`src/logic/llm_defines.svh`:
```
`ifndef LLM_DEFINES_SVH
`define LLM_DEFINES_SVH

// Register word indices; the byte address is four times the index
`define LLM_IDX_CTRL 8'h16
`define LLM_IDX_UPPER 8'h17
`define LLM_IDX_LOWER 8'h18
`define LLM_IDX_IRQ_STAT 8'h20
`define LLM_IDX_IRQ_MASK 8'h21

// Bus geometry
`define LLM_ADDR_W 10
`define LLM_RESP_OKAY 2'h0
`define LLM_RESP_SLVERR 2'h2

// Reset values and write masks
`define LLM_CTRL_RST 16'h7F00
`define LLM_CTRL_WMASK 16'hFFF7
`define LLM_IRQ_MASK_RST 2'h0

// Field positions in the upper status register
`define LLM_UP_START_LSB 12
`define LLM_UP_STOP_LSB 8
`define LLM_UP_DONE_BIT 4

// Interrupt status bits
`define LLM_IRQ_START 0
`define LLM_IRQ_DONE 1

// Cycle tally
`define LLM_TALLY_W 20
`define LLM_TALLY_MAX 20'hFFFFF

// Divider counter width, enough for divide by 8
`define LLM_DIV_W 3

`endif

```
`src/logic/llm_pkg.sv`:
```
package llm_pkg;

  typedef struct packed {
    logic [7:0] spare_hi;
    logic start_sel;
    logic stop_sel;
    logic [1:0] tick_div;
    logic spare_b3;
    logic tick_src;
    logic enable;
    logic chan;
  } llm_ctrl_t;

  // Comma detections of one channel, one bit per lane or half-word
  typedef struct packed {
    logic [3:0] ls_tx;
    logic [1:0] hs_rx;
    logic [3:0] ls_rx;
    logic [1:0] hs_tx;
  } llm_comma_t;

  typedef enum logic [1:0] {
    ST_IDLE = 2'b00,
    ST_ARMED = 2'b01,
    ST_COUNT = 2'b10,
    ST_DONE = 2'b11
  } llm_state_t;

endpackage

```
`src/logic/llm_tick_gen.sv`:
```
`timescale 1ns/1ps
`include "llm_defines.svh"

module llm_tick_gen #(
  parameter int CHANNELS = 2
) (
  // Clock and reset
  input wire logic clk_i,
  input wire logic rst_i,
  // Selection
  input wire logic src_sel_i,
  input wire logic [1:0] div_i,
  input wire logic chan_i,
  // Recovered byte clocks, asynchronous
  input wire logic [CHANNELS-1:0] byte_clk_i,
  // Measurement tick
  output logic tick_o
);

  logic [CHANNELS-1:0] sync_a;
  logic [CHANNELS-1:0] sync_b;
  logic [CHANNELS-1:0] sync_c;
  logic [CHANNELS-1:0] rise;
  logic [`LLM_DIV_W-1:0] cnt;
  logic [`LLM_DIV_W-1:0] mask;

  // Byte clock is far slower than our clock, so edge sampling is exact
  genvar g;
  generate
    for (g = 0; g < CHANNELS; g++) begin : g_sync
      always_ff @(posedge clk_i) begin
        if (rst_i) begin
          sync_a[g] <= 1'b0;
          sync_b[g] <= 1'b0;
          sync_c[g] <= 1'b0;
        end else begin
          sync_a[g] <= byte_clk_i[g];
          sync_b[g] <= sync_a[g];
          sync_c[g] <= sync_b[g];
        end
      end
      assign rise[g] = sync_b[g] & ~sync_c[g];
    end
  endgenerate

  assign mask = ~(`LLM_DIV_W'(3'b111 << div_i));

  always_ff @(posedge clk_i) begin
    if (rst_i) begin
      cnt <= '0;
    end else begin
      cnt <= cnt + `LLM_DIV_W'(1);
    end
  end

  always_ff @(posedge clk_i) begin
    if (rst_i) begin
      tick_o <= 1'b0;
    end else if (src_sel_i) begin
      tick_o <= rise[chan_i];
    end else begin
      tick_o <= (cnt & mask) == mask;
    end
  end

endmodule // llm_tick_gen

```
`src/logic/llm_latency_meter.sv`:
```
// Behaviour
// - Measure only while measure_enable is set
// - measure_channel_select picks channel A or B
// - start_marker_seen marks lanes or half-words with comma
// - stop_marker_seen marks lanes or half-words with comma
// - measure_done latches high when result valid
// - Tally split: bits 19:16 upper, 15:0 lower
// - Tally counts measurement ticks start to stop
// - Tally reads zero before any stop comma
// - Tally saturates at all ones
// - Reading lower register zeroes the tally
// - Reading lower register clears seen and done flags
// - start_point_select: low-speed TX or high-speed RX
// - stop_point_select: low-speed RX or high-speed TX
// - Internal tick divided by 1, 2, 4, 8
// - Alternative tick from recovered byte clock
//
// Decided for this implementation: register access over AXI4-Lite.
`timescale 1ns/1ps
`include "llm_defines.svh"

module llm_latency_meter (
  // Clock and reset
  input wire logic CLOCK_I,
  input wire logic SYS_RST_I,
  // AXI4-Lite write address
  input wire logic [`LLM_ADDR_W-1:0] S_AXI_AWADDR_I,
  input wire logic S_AXI_AWVALID_I,
  output logic S_AXI_AWREADY_O,
  // AXI4-Lite write data
  input wire logic [31:0] S_AXI_WDATA_I,
  input wire logic [3:0] S_AXI_WSTRB_I,
  input wire logic S_AXI_WVALID_I,
  output logic S_AXI_WREADY_O,
  // AXI4-Lite write response
  output logic [1:0] S_AXI_BRESP_O,
  output logic S_AXI_BVALID_O,
  input wire logic S_AXI_BREADY_I,
  // AXI4-Lite read address
  input wire logic [`LLM_ADDR_W-1:0] S_AXI_ARADDR_I,
  input wire logic S_AXI_ARVALID_I,
  output logic S_AXI_ARREADY_O,
  // AXI4-Lite read data
  output logic [31:0] S_AXI_RDATA_O,
  output logic [1:0] S_AXI_RRESP_O,
  output logic S_AXI_RVALID_O,
  input wire logic S_AXI_RREADY_I,
  // Comma events from the channel datapaths, same clock
  input wire llm_pkg::llm_comma_t [1:0] CH_COMMA_I,
  // Recovered byte clocks of channels A and B
  input wire logic [1:0] BYTE_CLK_I,
  // Interrupt
  output logic IRQ_O
);

  import llm_pkg::*;

  localparam int TW = `LLM_TALLY_W;

  llm_ctrl_t ctrl;
  llm_state_t state, next_state;
  llm_comma_t sel;
  logic [TW-1:0] tally;
  logic [TW-1:0] view;
  logic [3:0] start_seen, stop_seen;
  logic [3:0] start_vec, stop_vec;
  logic done, tick, start_hit, stop_hit;
  logic [1:0] irq_stat, irq_mask;
  logic [7:0] aw_idx;
  logic [31:0] wdata_q;
  logic [3:0] wstrb_q;
  logic wr_fire;
  logic rd_take;
  logic [7:0] rd_idx;
  logic clr_cnt, clr_irq;
  logic [31:0] next_rdata;
  logic [1:0] next_rresp;
  logic [15:0] ctrl_wr;

  // Write channel: address and data are taken independently
  assign wr_fire = !S_AXI_AWREADY_O && !S_AXI_WREADY_O && !S_AXI_BVALID_O;

  always_ff @(posedge CLOCK_I) begin
    if (SYS_RST_I) begin
      S_AXI_AWREADY_O <= 1'b1;
      aw_idx <= 8'h00;
    end else if (S_AXI_AWVALID_I && S_AXI_AWREADY_O) begin
      S_AXI_AWREADY_O <= 1'b0;
      aw_idx <= S_AXI_AWADDR_I[`LLM_ADDR_W-1:2];
    end else if (S_AXI_BVALID_O && S_AXI_BREADY_I) begin
      S_AXI_AWREADY_O <= 1'b1;
    end
  end

  always_ff @(posedge CLOCK_I) begin
    if (SYS_RST_I) begin
      S_AXI_WREADY_O <= 1'b1;
      wdata_q <= 32'h0000_0000;
      wstrb_q <= 4'h0;
    end else if (S_AXI_WVALID_I && S_AXI_WREADY_O) begin
      S_AXI_WREADY_O <= 1'b0;
      wdata_q <= S_AXI_WDATA_I;
      wstrb_q <= S_AXI_WSTRB_I;
    end else if (S_AXI_BVALID_O && S_AXI_BREADY_I) begin
      S_AXI_WREADY_O <= 1'b1;
    end
  end

  always_ff @(posedge CLOCK_I) begin
    if (SYS_RST_I) begin
      S_AXI_BVALID_O <= 1'b0;
      S_AXI_BRESP_O <= `LLM_RESP_OKAY;
    end else if (wr_fire) begin
      S_AXI_BVALID_O <= 1'b1;
      case (aw_idx)
        `LLM_IDX_CTRL, `LLM_IDX_UPPER, `LLM_IDX_LOWER,
        `LLM_IDX_IRQ_STAT, `LLM_IDX_IRQ_MASK: begin
          S_AXI_BRESP_O <= `LLM_RESP_OKAY;
        end
        default: begin
          S_AXI_BRESP_O <= `LLM_RESP_SLVERR;
        end
      endcase
    end else if (S_AXI_BVALID_O && S_AXI_BREADY_I) begin
      S_AXI_BVALID_O <= 1'b0;
    end
  end

  // Byte lanes 0 and 1 carry the 16-bit register; bit 3 is not writable
  always_comb begin
    ctrl_wr = ctrl;
    if (wstrb_q[0]) begin
      ctrl_wr[7:0] = wdata_q[7:0];
    end
    if (wstrb_q[1]) begin
      ctrl_wr[15:8] = wdata_q[15:8];
    end
    ctrl_wr = ctrl_wr & `LLM_CTRL_WMASK;
  end

  always_ff @(posedge CLOCK_I) begin
    if (SYS_RST_I) begin
      ctrl <= `LLM_CTRL_RST;
    end else if (wr_fire && aw_idx == `LLM_IDX_CTRL) begin
      ctrl <= ctrl_wr;
    end
  end

  always_ff @(posedge CLOCK_I) begin
    if (SYS_RST_I) begin
      irq_mask <= `LLM_IRQ_MASK_RST;
    end else if (wr_fire && aw_idx == `LLM_IDX_IRQ_MASK && wstrb_q[0]) begin
      irq_mask <= wdata_q[1:0];
    end
  end

  // Read channel: one-cycle answer after the address is taken
  assign rd_take = S_AXI_ARVALID_I && S_AXI_ARREADY_O;
  assign rd_idx = S_AXI_ARADDR_I[`LLM_ADDR_W-1:2];
  assign clr_cnt = rd_take && rd_idx == `LLM_IDX_LOWER;
  assign clr_irq = rd_take && rd_idx == `LLM_IDX_IRQ_STAT;

  // Result is hidden until the stop comma has been seen
  assign view = done ? tally : '0;

  always_comb begin
    next_rdata = 32'h0000_0000;
    next_rresp = `LLM_RESP_OKAY;
    case (rd_idx)
      `LLM_IDX_CTRL: begin
        next_rdata[15:0] = ctrl;
      end
      `LLM_IDX_UPPER: begin
        next_rdata[`LLM_UP_START_LSB +: 4] = start_seen;
        next_rdata[`LLM_UP_STOP_LSB +: 4] = stop_seen;
        next_rdata[`LLM_UP_DONE_BIT] = done;
        next_rdata[3:0] = view[TW-1:16];
      end
      `LLM_IDX_LOWER: begin
        next_rdata[15:0] = view[15:0];
      end
      `LLM_IDX_IRQ_STAT: begin
        next_rdata[1:0] = irq_stat;
      end
      `LLM_IDX_IRQ_MASK: begin
        next_rdata[1:0] = irq_mask;
      end
      default: begin
        next_rresp = `LLM_RESP_SLVERR;
      end
    endcase
  end

  always_ff @(posedge CLOCK_I) begin
    if (SYS_RST_I) begin
      S_AXI_ARREADY_O <= 1'b1;
      S_AXI_RVALID_O <= 1'b0;
      S_AXI_RDATA_O <= 32'h0000_0000;
      S_AXI_RRESP_O <= `LLM_RESP_OKAY;
    end else if (rd_take) begin
      S_AXI_ARREADY_O <= 1'b0;
      S_AXI_RVALID_O <= 1'b1;
      S_AXI_RDATA_O <= next_rdata;
      S_AXI_RRESP_O <= next_rresp;
    end else if (S_AXI_RVALID_O && S_AXI_RREADY_I) begin
      S_AXI_ARREADY_O <= 1'b1;
      S_AXI_RVALID_O <= 1'b0;
    end
  end

  llm_tick_gen #(
    .CHANNELS(2)
  ) u_tick (
    .clk_i(CLOCK_I),
    .rst_i(SYS_RST_I),
    .src_sel_i(ctrl.tick_src),
    .div_i(ctrl.tick_div),
    .chan_i(ctrl.chan),
    .byte_clk_i(BYTE_CLK_I),
    .tick_o(tick)
  );

  // Comma sources for the chosen channel and points
  assign sel = CH_COMMA_I[ctrl.chan];
  assign start_vec = ctrl.start_sel ? {2'b00, sel.hs_rx} : sel.ls_tx;
  assign stop_vec = ctrl.stop_sel ? {2'b00, sel.hs_tx} : sel.ls_rx;
  assign start_hit = state == ST_ARMED && |start_vec;
  assign stop_hit = state == ST_COUNT && |stop_vec;

  // A stop comma in the clearing cycle wins over the read
  always_comb begin
    next_state = state;
    if (!ctrl.enable) begin
      next_state = ST_IDLE;
    end else begin
      unique case (state)
        ST_IDLE: begin
          next_state = ST_ARMED;
        end
        ST_ARMED: begin
          if (start_hit) begin
            next_state = ST_COUNT;
          end
        end
        ST_COUNT: begin
          if (stop_hit) begin
            next_state = ST_DONE;
          end else if (clr_cnt) begin
            next_state = ST_ARMED;
          end
        end
        ST_DONE: begin
          if (clr_cnt) begin
            next_state = ST_ARMED;
          end
        end
      endcase
    end
  end

  always_ff @(posedge CLOCK_I) begin
    if (SYS_RST_I) begin
      state <= ST_IDLE;
    end else begin
      state <= next_state;
    end
  end

  always_ff @(posedge CLOCK_I) begin
    if (SYS_RST_I) begin
      tally <= '0;
    end else if (start_hit) begin
      tally <= '0;
    end else if (state == ST_COUNT && !stop_hit && !clr_cnt && tick) begin
      if (tally != `LLM_TALLY_MAX) begin
        tally <= tally + TW'(1);
      end
    end else if (clr_cnt && !stop_hit) begin
      tally <= '0;
    end
  end

  always_ff @(posedge CLOCK_I) begin
    if (SYS_RST_I) begin
      start_seen <= 4'h0;
    end else if (start_hit) begin
      start_seen <= start_vec;
    end else if (clr_cnt) begin
      start_seen <= 4'h0;
    end
  end

  always_ff @(posedge CLOCK_I) begin
    if (SYS_RST_I) begin
      stop_seen <= 4'h0;
      done <= 1'b0;
    end else if (stop_hit) begin
      stop_seen <= stop_vec;
      done <= 1'b1;
    end else if (clr_cnt) begin
      stop_seen <= 4'h0;
      done <= 1'b0;
    end
  end

  // Events stay set over a clearing read of the same cycle
  always_ff @(posedge CLOCK_I) begin
    if (SYS_RST_I) begin
      irq_stat <= 2'h0;
    end else begin
      irq_stat[`LLM_IRQ_START] <= start_hit ||
        (irq_stat[`LLM_IRQ_START] && !clr_irq);
      irq_stat[`LLM_IRQ_DONE] <= stop_hit ||
        (irq_stat[`LLM_IRQ_DONE] && !clr_irq);
    end
  end

  // One cycle behind the status bits, traded for a flopped output
  always_ff @(posedge CLOCK_I) begin
    if (SYS_RST_I) begin
      IRQ_O <= 1'b0;
    end else begin
      IRQ_O <= |(irq_stat & irq_mask);
    end
  end
endmodule // llm_latency_meter

```
`config.mk`:
```
export PLATFORM = sky130hd
export DESIGN_NAME = llm_latency_meter
export DESIGN_NICKNAME = d
export VERILOG_FILES = /design/src/logic/llm_pkg.sv /design/src/logic/llm_tick_gen.sv /design/src/logic/llm_latency_meter.sv
export VERILOG_INCLUDE_DIRS = /design/src /design/src/logic
export SDC_FILE = /design/constraint.sdc
export NUM_CORES = 1
export LEC_CHECK = 0
export BUFFER_PORTS_ARGS = -buffer_cell sky130_fd_sc_hd__buf_2
export CORE_AREA = 2 2 89 134
export DETAILED_ROUTE_END_ITERATION = 16
export DIE_AREA = 0 0 91 136
export HOLD_SLACK_MARGIN = 0.12
export PLACE_DENSITY = 0.75
export SLEW_MARGIN = 30
export SYNTH_ARGS = -nofsm -noshare
export SYNTH_HDL_FRONTEND = slang
export SYNTH_HIERARCHICAL = 1
export SYNTH_SLANG_ARGS = --single-unit
```
`constraint.sdc`:
```
create_clock -name CLOCK_I -period 5.15 [get_ports CLOCK_I]
set_clock_uncertainty 0.1 [all_clocks]
set_input_delay 0.7725 -clock CLOCK_I [delete_from_list [all_inputs] [get_ports CLOCK_I]]
set_output_delay 0.7725 -clock CLOCK_I [all_outputs]
set_load 0.01 [all_outputs]
```
==> impl_results.md, run 1 <==
* Layout cell share with drive strength beyond 1 at 18.6%
* Startpoint Class: register
* Crit end category: register
* Psw at 401 uW
* Ranking of synthesized cells by area: dfxtp_1 (44%), a21oi_1 (7.2%), nand2_1 (5.6%), nor2_1 (4.9%), mux2i_1 (2.8%)
* CTS sink count at 109
* Placed cell area at 5360 um^2
* Final worst path period need at 3.48 ns
* Synth cell types at 53
* DIE WIDTH at 91 um
* Critical path class: reg2reg
* Syn_area_per_cell at 8.29 um^2
* Clock Latency Late Sink at 0.35 ns
* Internal at 1.26 mW
* Unrepaired setup endpoints after global routing: no
* Site Rows at 48
* Slew at the pin closest to its max-slew limit at 1.04 ns
* P&R area growth vs syn at 14.9%
* Share of the synthesized area in the top cell type at 44.3%
* Synth area leader: dfxtp_1
* Final routed DRC violation total at 0
* Chip height at 136 um
* Post-detailed-routing wire length at 12.6 mm
* Hold crit path type: reg2reg
* First-pass GRT wire length at 20.3 mm
* Via count at 4528
* CTS Buf Count at 9
* Nets at 752
* Clock share of power at 39.7%
* Async SR Flop Fraction at 0%
* Slew Viols, Final at 0
* 1st-iter DRT viols at 329
* Req. time, crit path at 5.34 ns
* Status: finished clean
* Fin crit share at 67.7%
* Cells after DPL at 799
* Hold Fails Final Rpt at 0
* Commonest cells after routing, fill and taps aside: dfxtp_1 (109), buf_2 (89), nand2_1 (74)
* Most common cell after layout, fill and taps aside: dfxtp_1
* Total chip power at 1.66 mW
* Total GRT Usage at 20.5%
* Synthesis warning total at 6
* Mapped cell area at 4930 um^2
* Slew Limit Headroom at 30.3%
* Gr ovfl total at 0
* H-tree levels at 3
* Root buf cell: clkbuf_16
* Hold buffers post-CTS at 0
* Vias in the first global route at 4257
* FMAX at 0.287 GHz
* Clock-pin slew on the worst setup and hold paths at 0.07 ns
* Ports at 131
* EDFF count, synth at 0
* Vias/cell at 5.55
* Seq/Total Area, Yosys at 44.3%
* Post-Syn Instances at 594
* Combinational share of power at 7.3%
* Core area at 11300 um^2
* Reg power frac at 53.1%
* P per Cell Area at 293 nW/um^2
* Ant. Diodes at 0
* Wire per inst at 15.4 um
* # port buffers at 89
* Dpl hpwl at 9.37 mm
* CTS tree: done
* Setup TNS at 0 ns
* Finish-stage setup viols at 0
* GPL Wtd Cong at 0.968
* Largest net degree at the start of global routing at 75
* Peak VDD IR at 0.162 mV
* Clk buf depth at 2
* Synth Register Bits at 109
* Initial antenna violation count at 0
* Starting Density at 43.6%
* Final std cells w/o fill at 816
* Max Cap Viol at 0
* Design area at 5660 um^2
* Sw frac at 24.2%
* Remaining antenna violation count at 0
* Post-CTS setup buffer count at 0
* CTS resizes at 0
* Leak at 2.21 nW
* Die ar. at 12400 um^2
* Critical path arrival at 3.67 ns
* Worst-path fanout max at 16
* Final setup margin at 1.67 ns
* Top_reg_cell synth: dfxtp_1
* Worst Setup Slack post-DPL at 1.71 ns
* Drt pass-1 iters at 5
==> state kept, by name, summed over array words and instances (netlist names), 3 cells and up <==
signal,flops
S_AXI_RDATA_O,16
aw_idx,8
ctrl,15
start_seen,4
stop_seen,4
tally,20
u_tick/cnt,3
wdata_q,15
==> cell usage after synthesis (4+ instances only) <==
cell and number:
a211o_1 7, a21o_1 5, a21oi_1 71, a221oi_1 4, a22oi_1 16, a31oi_1 6
and2_1 5, and3_1 7, buf_1 4, buf_4 18, clkbuf_1 27, dfxtp_1 109
inv_1 16, mux2i_1 14, mux4_2 4, nand2_1 74, nand2b_1 7, nand3_1 25
nand4_1 6, nor2_1 64, nor2b_1 11, nor3_1 15, nor4_1 7, o211ai_1 6
o21ai_0 14, o31ai_1 5
==> worst max-delay path, cell delays in order (launching register included) <==
cell     delay [ns]
dfxtp_1        0.80
mux4_2         0.61
o31ai_1        0.79
or4b_4         0.64
or3_1          0.41
o21ai_2        0.07
==> path summary, 6_finish.rpt <==
path,cells after the start,slack (ns),start,to
hold / removal,1,0.34,u_tick/sync_a[1],u_tick/sync_b[1]
setup / recovery,5,1.67,ctrl[0],tally[3]
setup reg to reg,5,1.67,ctrl[0],tally[3]
hold reg to reg,1,0.34,u_tick/sync_a[1],u_tick/sync_b[1]
==> power by group through the flow <==
stage | registers (mW) | clock network [mW] | logic (mW)
6_report | 0.880 | 0.658 | 0.120
5_1_grt | 0.883 | 0.707 | 0.137
4_1_cts | 0.880 | 0.667 | 0.120
3_5_place_dp | 0.900 | 0 | 0.120
3_3_place_gp | 0.898 | 0 | 0.117
2_1_floorplan | 0.898 | 0 | 0.0822
==> routing by layer <==
layer | vias up | global-route usage, % | wire length [um]
met4 | 0 | 11.8 | 620
met5 | - | 0 | 0
met3 | 39 | 3.44 | 628
met2 | 183 | 36.3 | 6310
met1 | 2098 | 23.1 | 5030
li1 | 2208 | - | -
==> cells by family after synthesis <==
| family | Yosys count | share of synthesized area, % |
|---|---|---|
| AND/OR/NAND/NOR | 238 | 23.1 |
| AO/OA/AOI/OAI | 154 | 19.8 |
| flip-flops | 109 | 44.3 |
| buffers and inverters | 69 | 6.99 |
| multiplexers | 20 | 5.13 |
| adder cells (fa/ha/maj) | 2 | 0.508 |
| other | 1 | 0.0761 |
| XOR/XNOR | 1 | 0.178 |
==> cell type report <==
cell class | count | area, um^2
inverter | 16 | 60.1
timing repair buffer | 92 | 468
clock inverter | 6 | 48.8
clock buffer | 10 | 239
multi-input combinational | 433 | 2470
sequential | 109 | 2180
fill | 1114 | 5630
tap | 150 | 188
==> metrics by stage <==
stage                     utilization [%]  hold WS [ns]
final                                50.1         0.343
after global routing                 50.1         0.364
after CTS                            50.0         0.350
after detailed placement             47.5         0.333
after global placement               47.5         0.319
after floorplan                         -         0.314
Power figures use the tool's default switching activity.
==> run 2, diff against run 1 <==
Clock period 5.15 ns to 3.6 ns, I/O delays scaled along.
==> impl_results.md, run 2 (synthesis results as in run 1) <==
* Clk buf depth at 2 (unchanged)
* Core area at 11300 um^2 (unchanged)
* Site Rows at 48 (unchanged)
* Status: finished clean
* P per Cell Area at 420 nW/um^2 (+44%)
* Placed cell area at 5410 um^2 (+1.0%)
* Die ar. at 12400 um^2 (unchanged)
* Wire per inst at 16.3 um (+5.4%)
* Worst-path fanout max at 12 (-4)
* Starting Density at 43.6% (unchanged)
* Crit end category: register
* FMAX at 0.312 GHz (+8.6%)
* Slew at the pin closest to its max-slew limit at 0.908 ns (-0.128 ns)
* Cells after DPL at 807 (+1.0%)
* Initial antenna violation count at 0 (unchanged)
* Critical path arrival at 3.40 ns (-0.27 ns)
* Dpl hpwl at 10.1 mm (+7.5%)
* Total GRT Usage at 21.9% (+1.4 points)
* Hold crit path type: in2reg
* DIE WIDTH at 91 um (unchanged)
* Biggest regs: tally x20, S_AXI_RDATA_O x16
* Largest net degree at the start of global routing at 81 (+8.0%)
* Req. time, crit path at 3.79 ns (-1.55 ns)
* Clock Latency Late Sink at 0.35 ns (about the same)
* Via count at 4603 (+1.7%)
* Clock-pin slew on the worst setup and hold paths at 0.07 ns (about the same)
* Startpoint Class: register
* CTS Buf Count at 9 (unchanged)
* Design area at 5710 um^2 (+0.84%)
* Layout cell share with drive strength beyond 1 at 19.4% (+0.82 points)
* Min-Delay Endpoint: u_tick/sync_a[1]
* Finish-stage setup viols at 0 (unchanged)
* Hold path cells at 2 (+1)
* Commonest cells after routing, fill and taps aside: dfxtp_1 (109), buf_2 (90), nand2_1 (74)
* Post-detailed-routing wire length at 13.4 mm (+6.5%)
* R2R setup slack at 0.39 ns (-1.27 ns)
* CTS tree: done
* # port buffers at 89 (unchanged)
* Setup TNS at 0 ns (unchanged)
* Drt pass-1 iters at 5 (unchanged)
* Worst Setup Slack post-DPL at 0.423 ns (-1.28 ns)
* Ant. Diodes at 0 (unchanged)
* Leak at 2.27 nW (+2.4%)
* Final std cells w/o fill at 824 (+0.98%)
* Post-CTS setup buffer count at 0 (unchanged)
* Root buf cell: clkbuf_16
* First-pass GRT wire length at 21.6 mm (+6.6%)
* Max Cap Viol at 0 (unchanged)
* CTS sink count at 109 (unchanged)
* Nets at 760 (+1.1%)
* Hold wc startpoint: BYTE_CLK_I[1]
* Largest reg by FF count: tally
* GPL Wtd Cong at 0.936 (-3.4%)
* Chip height at 136 um (unchanged)
* Fin crit share at 89.1% (+21 points)
* 1st-iter DRT viols at 473 (+44%)
* Max reg flops at 20 (unchanged)
* Vias in the first global route at 4555 (+7.0%)
* Remaining antenna violation count at 0 (unchanged)
* Final routed DRC violation total at 0 (unchanged)
* Peak VDD IR at 0.286 mV (+76%)
* Final setup margin at 0.392 ns (-1.27 ns)
* P&R area growth vs syn at 15.9%
* Hold buffers post-CTS at 0 (unchanged)
* Final worst path period need at 3.21 ns (-0.276 ns)
* CTS resizes at 0 (unchanged)
* H-tree levels at 3 (unchanged)
* Slew Limit Headroom at 39.4% (+9.0 points)
* Most common cell after layout, fill and taps aside: dfxtp_1
* Ports at 131 (unchanged)
* Total chip power at 2.40 mW (+45%)
* Slew Viols, Final at 0 (unchanged)
* Hold Fails Final Rpt at 0 (unchanged)
* Unrepaired setup endpoints after global routing: no
* Worst R2R Start: ctrl[0]
* Vias/cell at 5.59 (+0.67%)
* Worst R2R End: tally[3]
* Critical path class: reg2reg
* Gr ovfl total at 0 (unchanged)
* FF-to-FF path depth at 6 (+1)
-- run 2: area by class of cell --
cell class | count | area, um^2
clock inverters | 7 | 63.8
well taps | 150 | 188
flip-flops and latches | 109 | 2180
multi-input cells | 433 | 2460
inverters | 16 | 60.1
fillers | 1110 | 5580
clock buffers | 9 | 225
repair buffers | 100 | 526
-- run 2: where the power goes --
group          leakage (nW)  internal, mW  switching, mW
registers             0.886          1.24         0.0218
logic                  1.24        0.0712          0.106
clock network         0.143         0.487          0.477
-- run 2: how the worst max path moves through the flow --
stage,startpoint,end
3_5_place_dp,ctrl[0],tally[3]
5_1_grt,ctrl[0],tally[13]
2_1_floorplan,CH_COMMA_I[13],tally[14]
3_3_place_gp,CH_COMMA_I[13],tally[14]
4_1_cts,ctrl[0],tally[3]
6_report,ctrl[0],tally[3]
-- run 2: worst max-delay path, cell delays in order (launching register included) --
cell and delay, ns:
dfxtp_1 0.56, mux4_2 0.60, or2_4 0.29, or3_4 0.48, or4b_4 0.64, or3_1 0.40, o21ai_2 0.07
-- run 2: layer usage --
layer / GRT usage (%) / wire, um / share of wire, %
met1: 23.6 / 4990 / 37
met2: 38.9 / 6730 / 50
met3: 3.60 / 805 / 6.0
met4: 15.5 / 880 / 6.6
met5: 0 / 0 / 0
-- run 2: metrics by stage --
step           utilization [%]  hold WS, ns
2_1_floorplan                -        0.314
5_1_grt                   50.6        0.318
3_3_place_gp              47.9        0.319
6_report                  50.6        0.299
3_5_place_dp              47.9        0.334
4_1_cts                   50.5        0.288
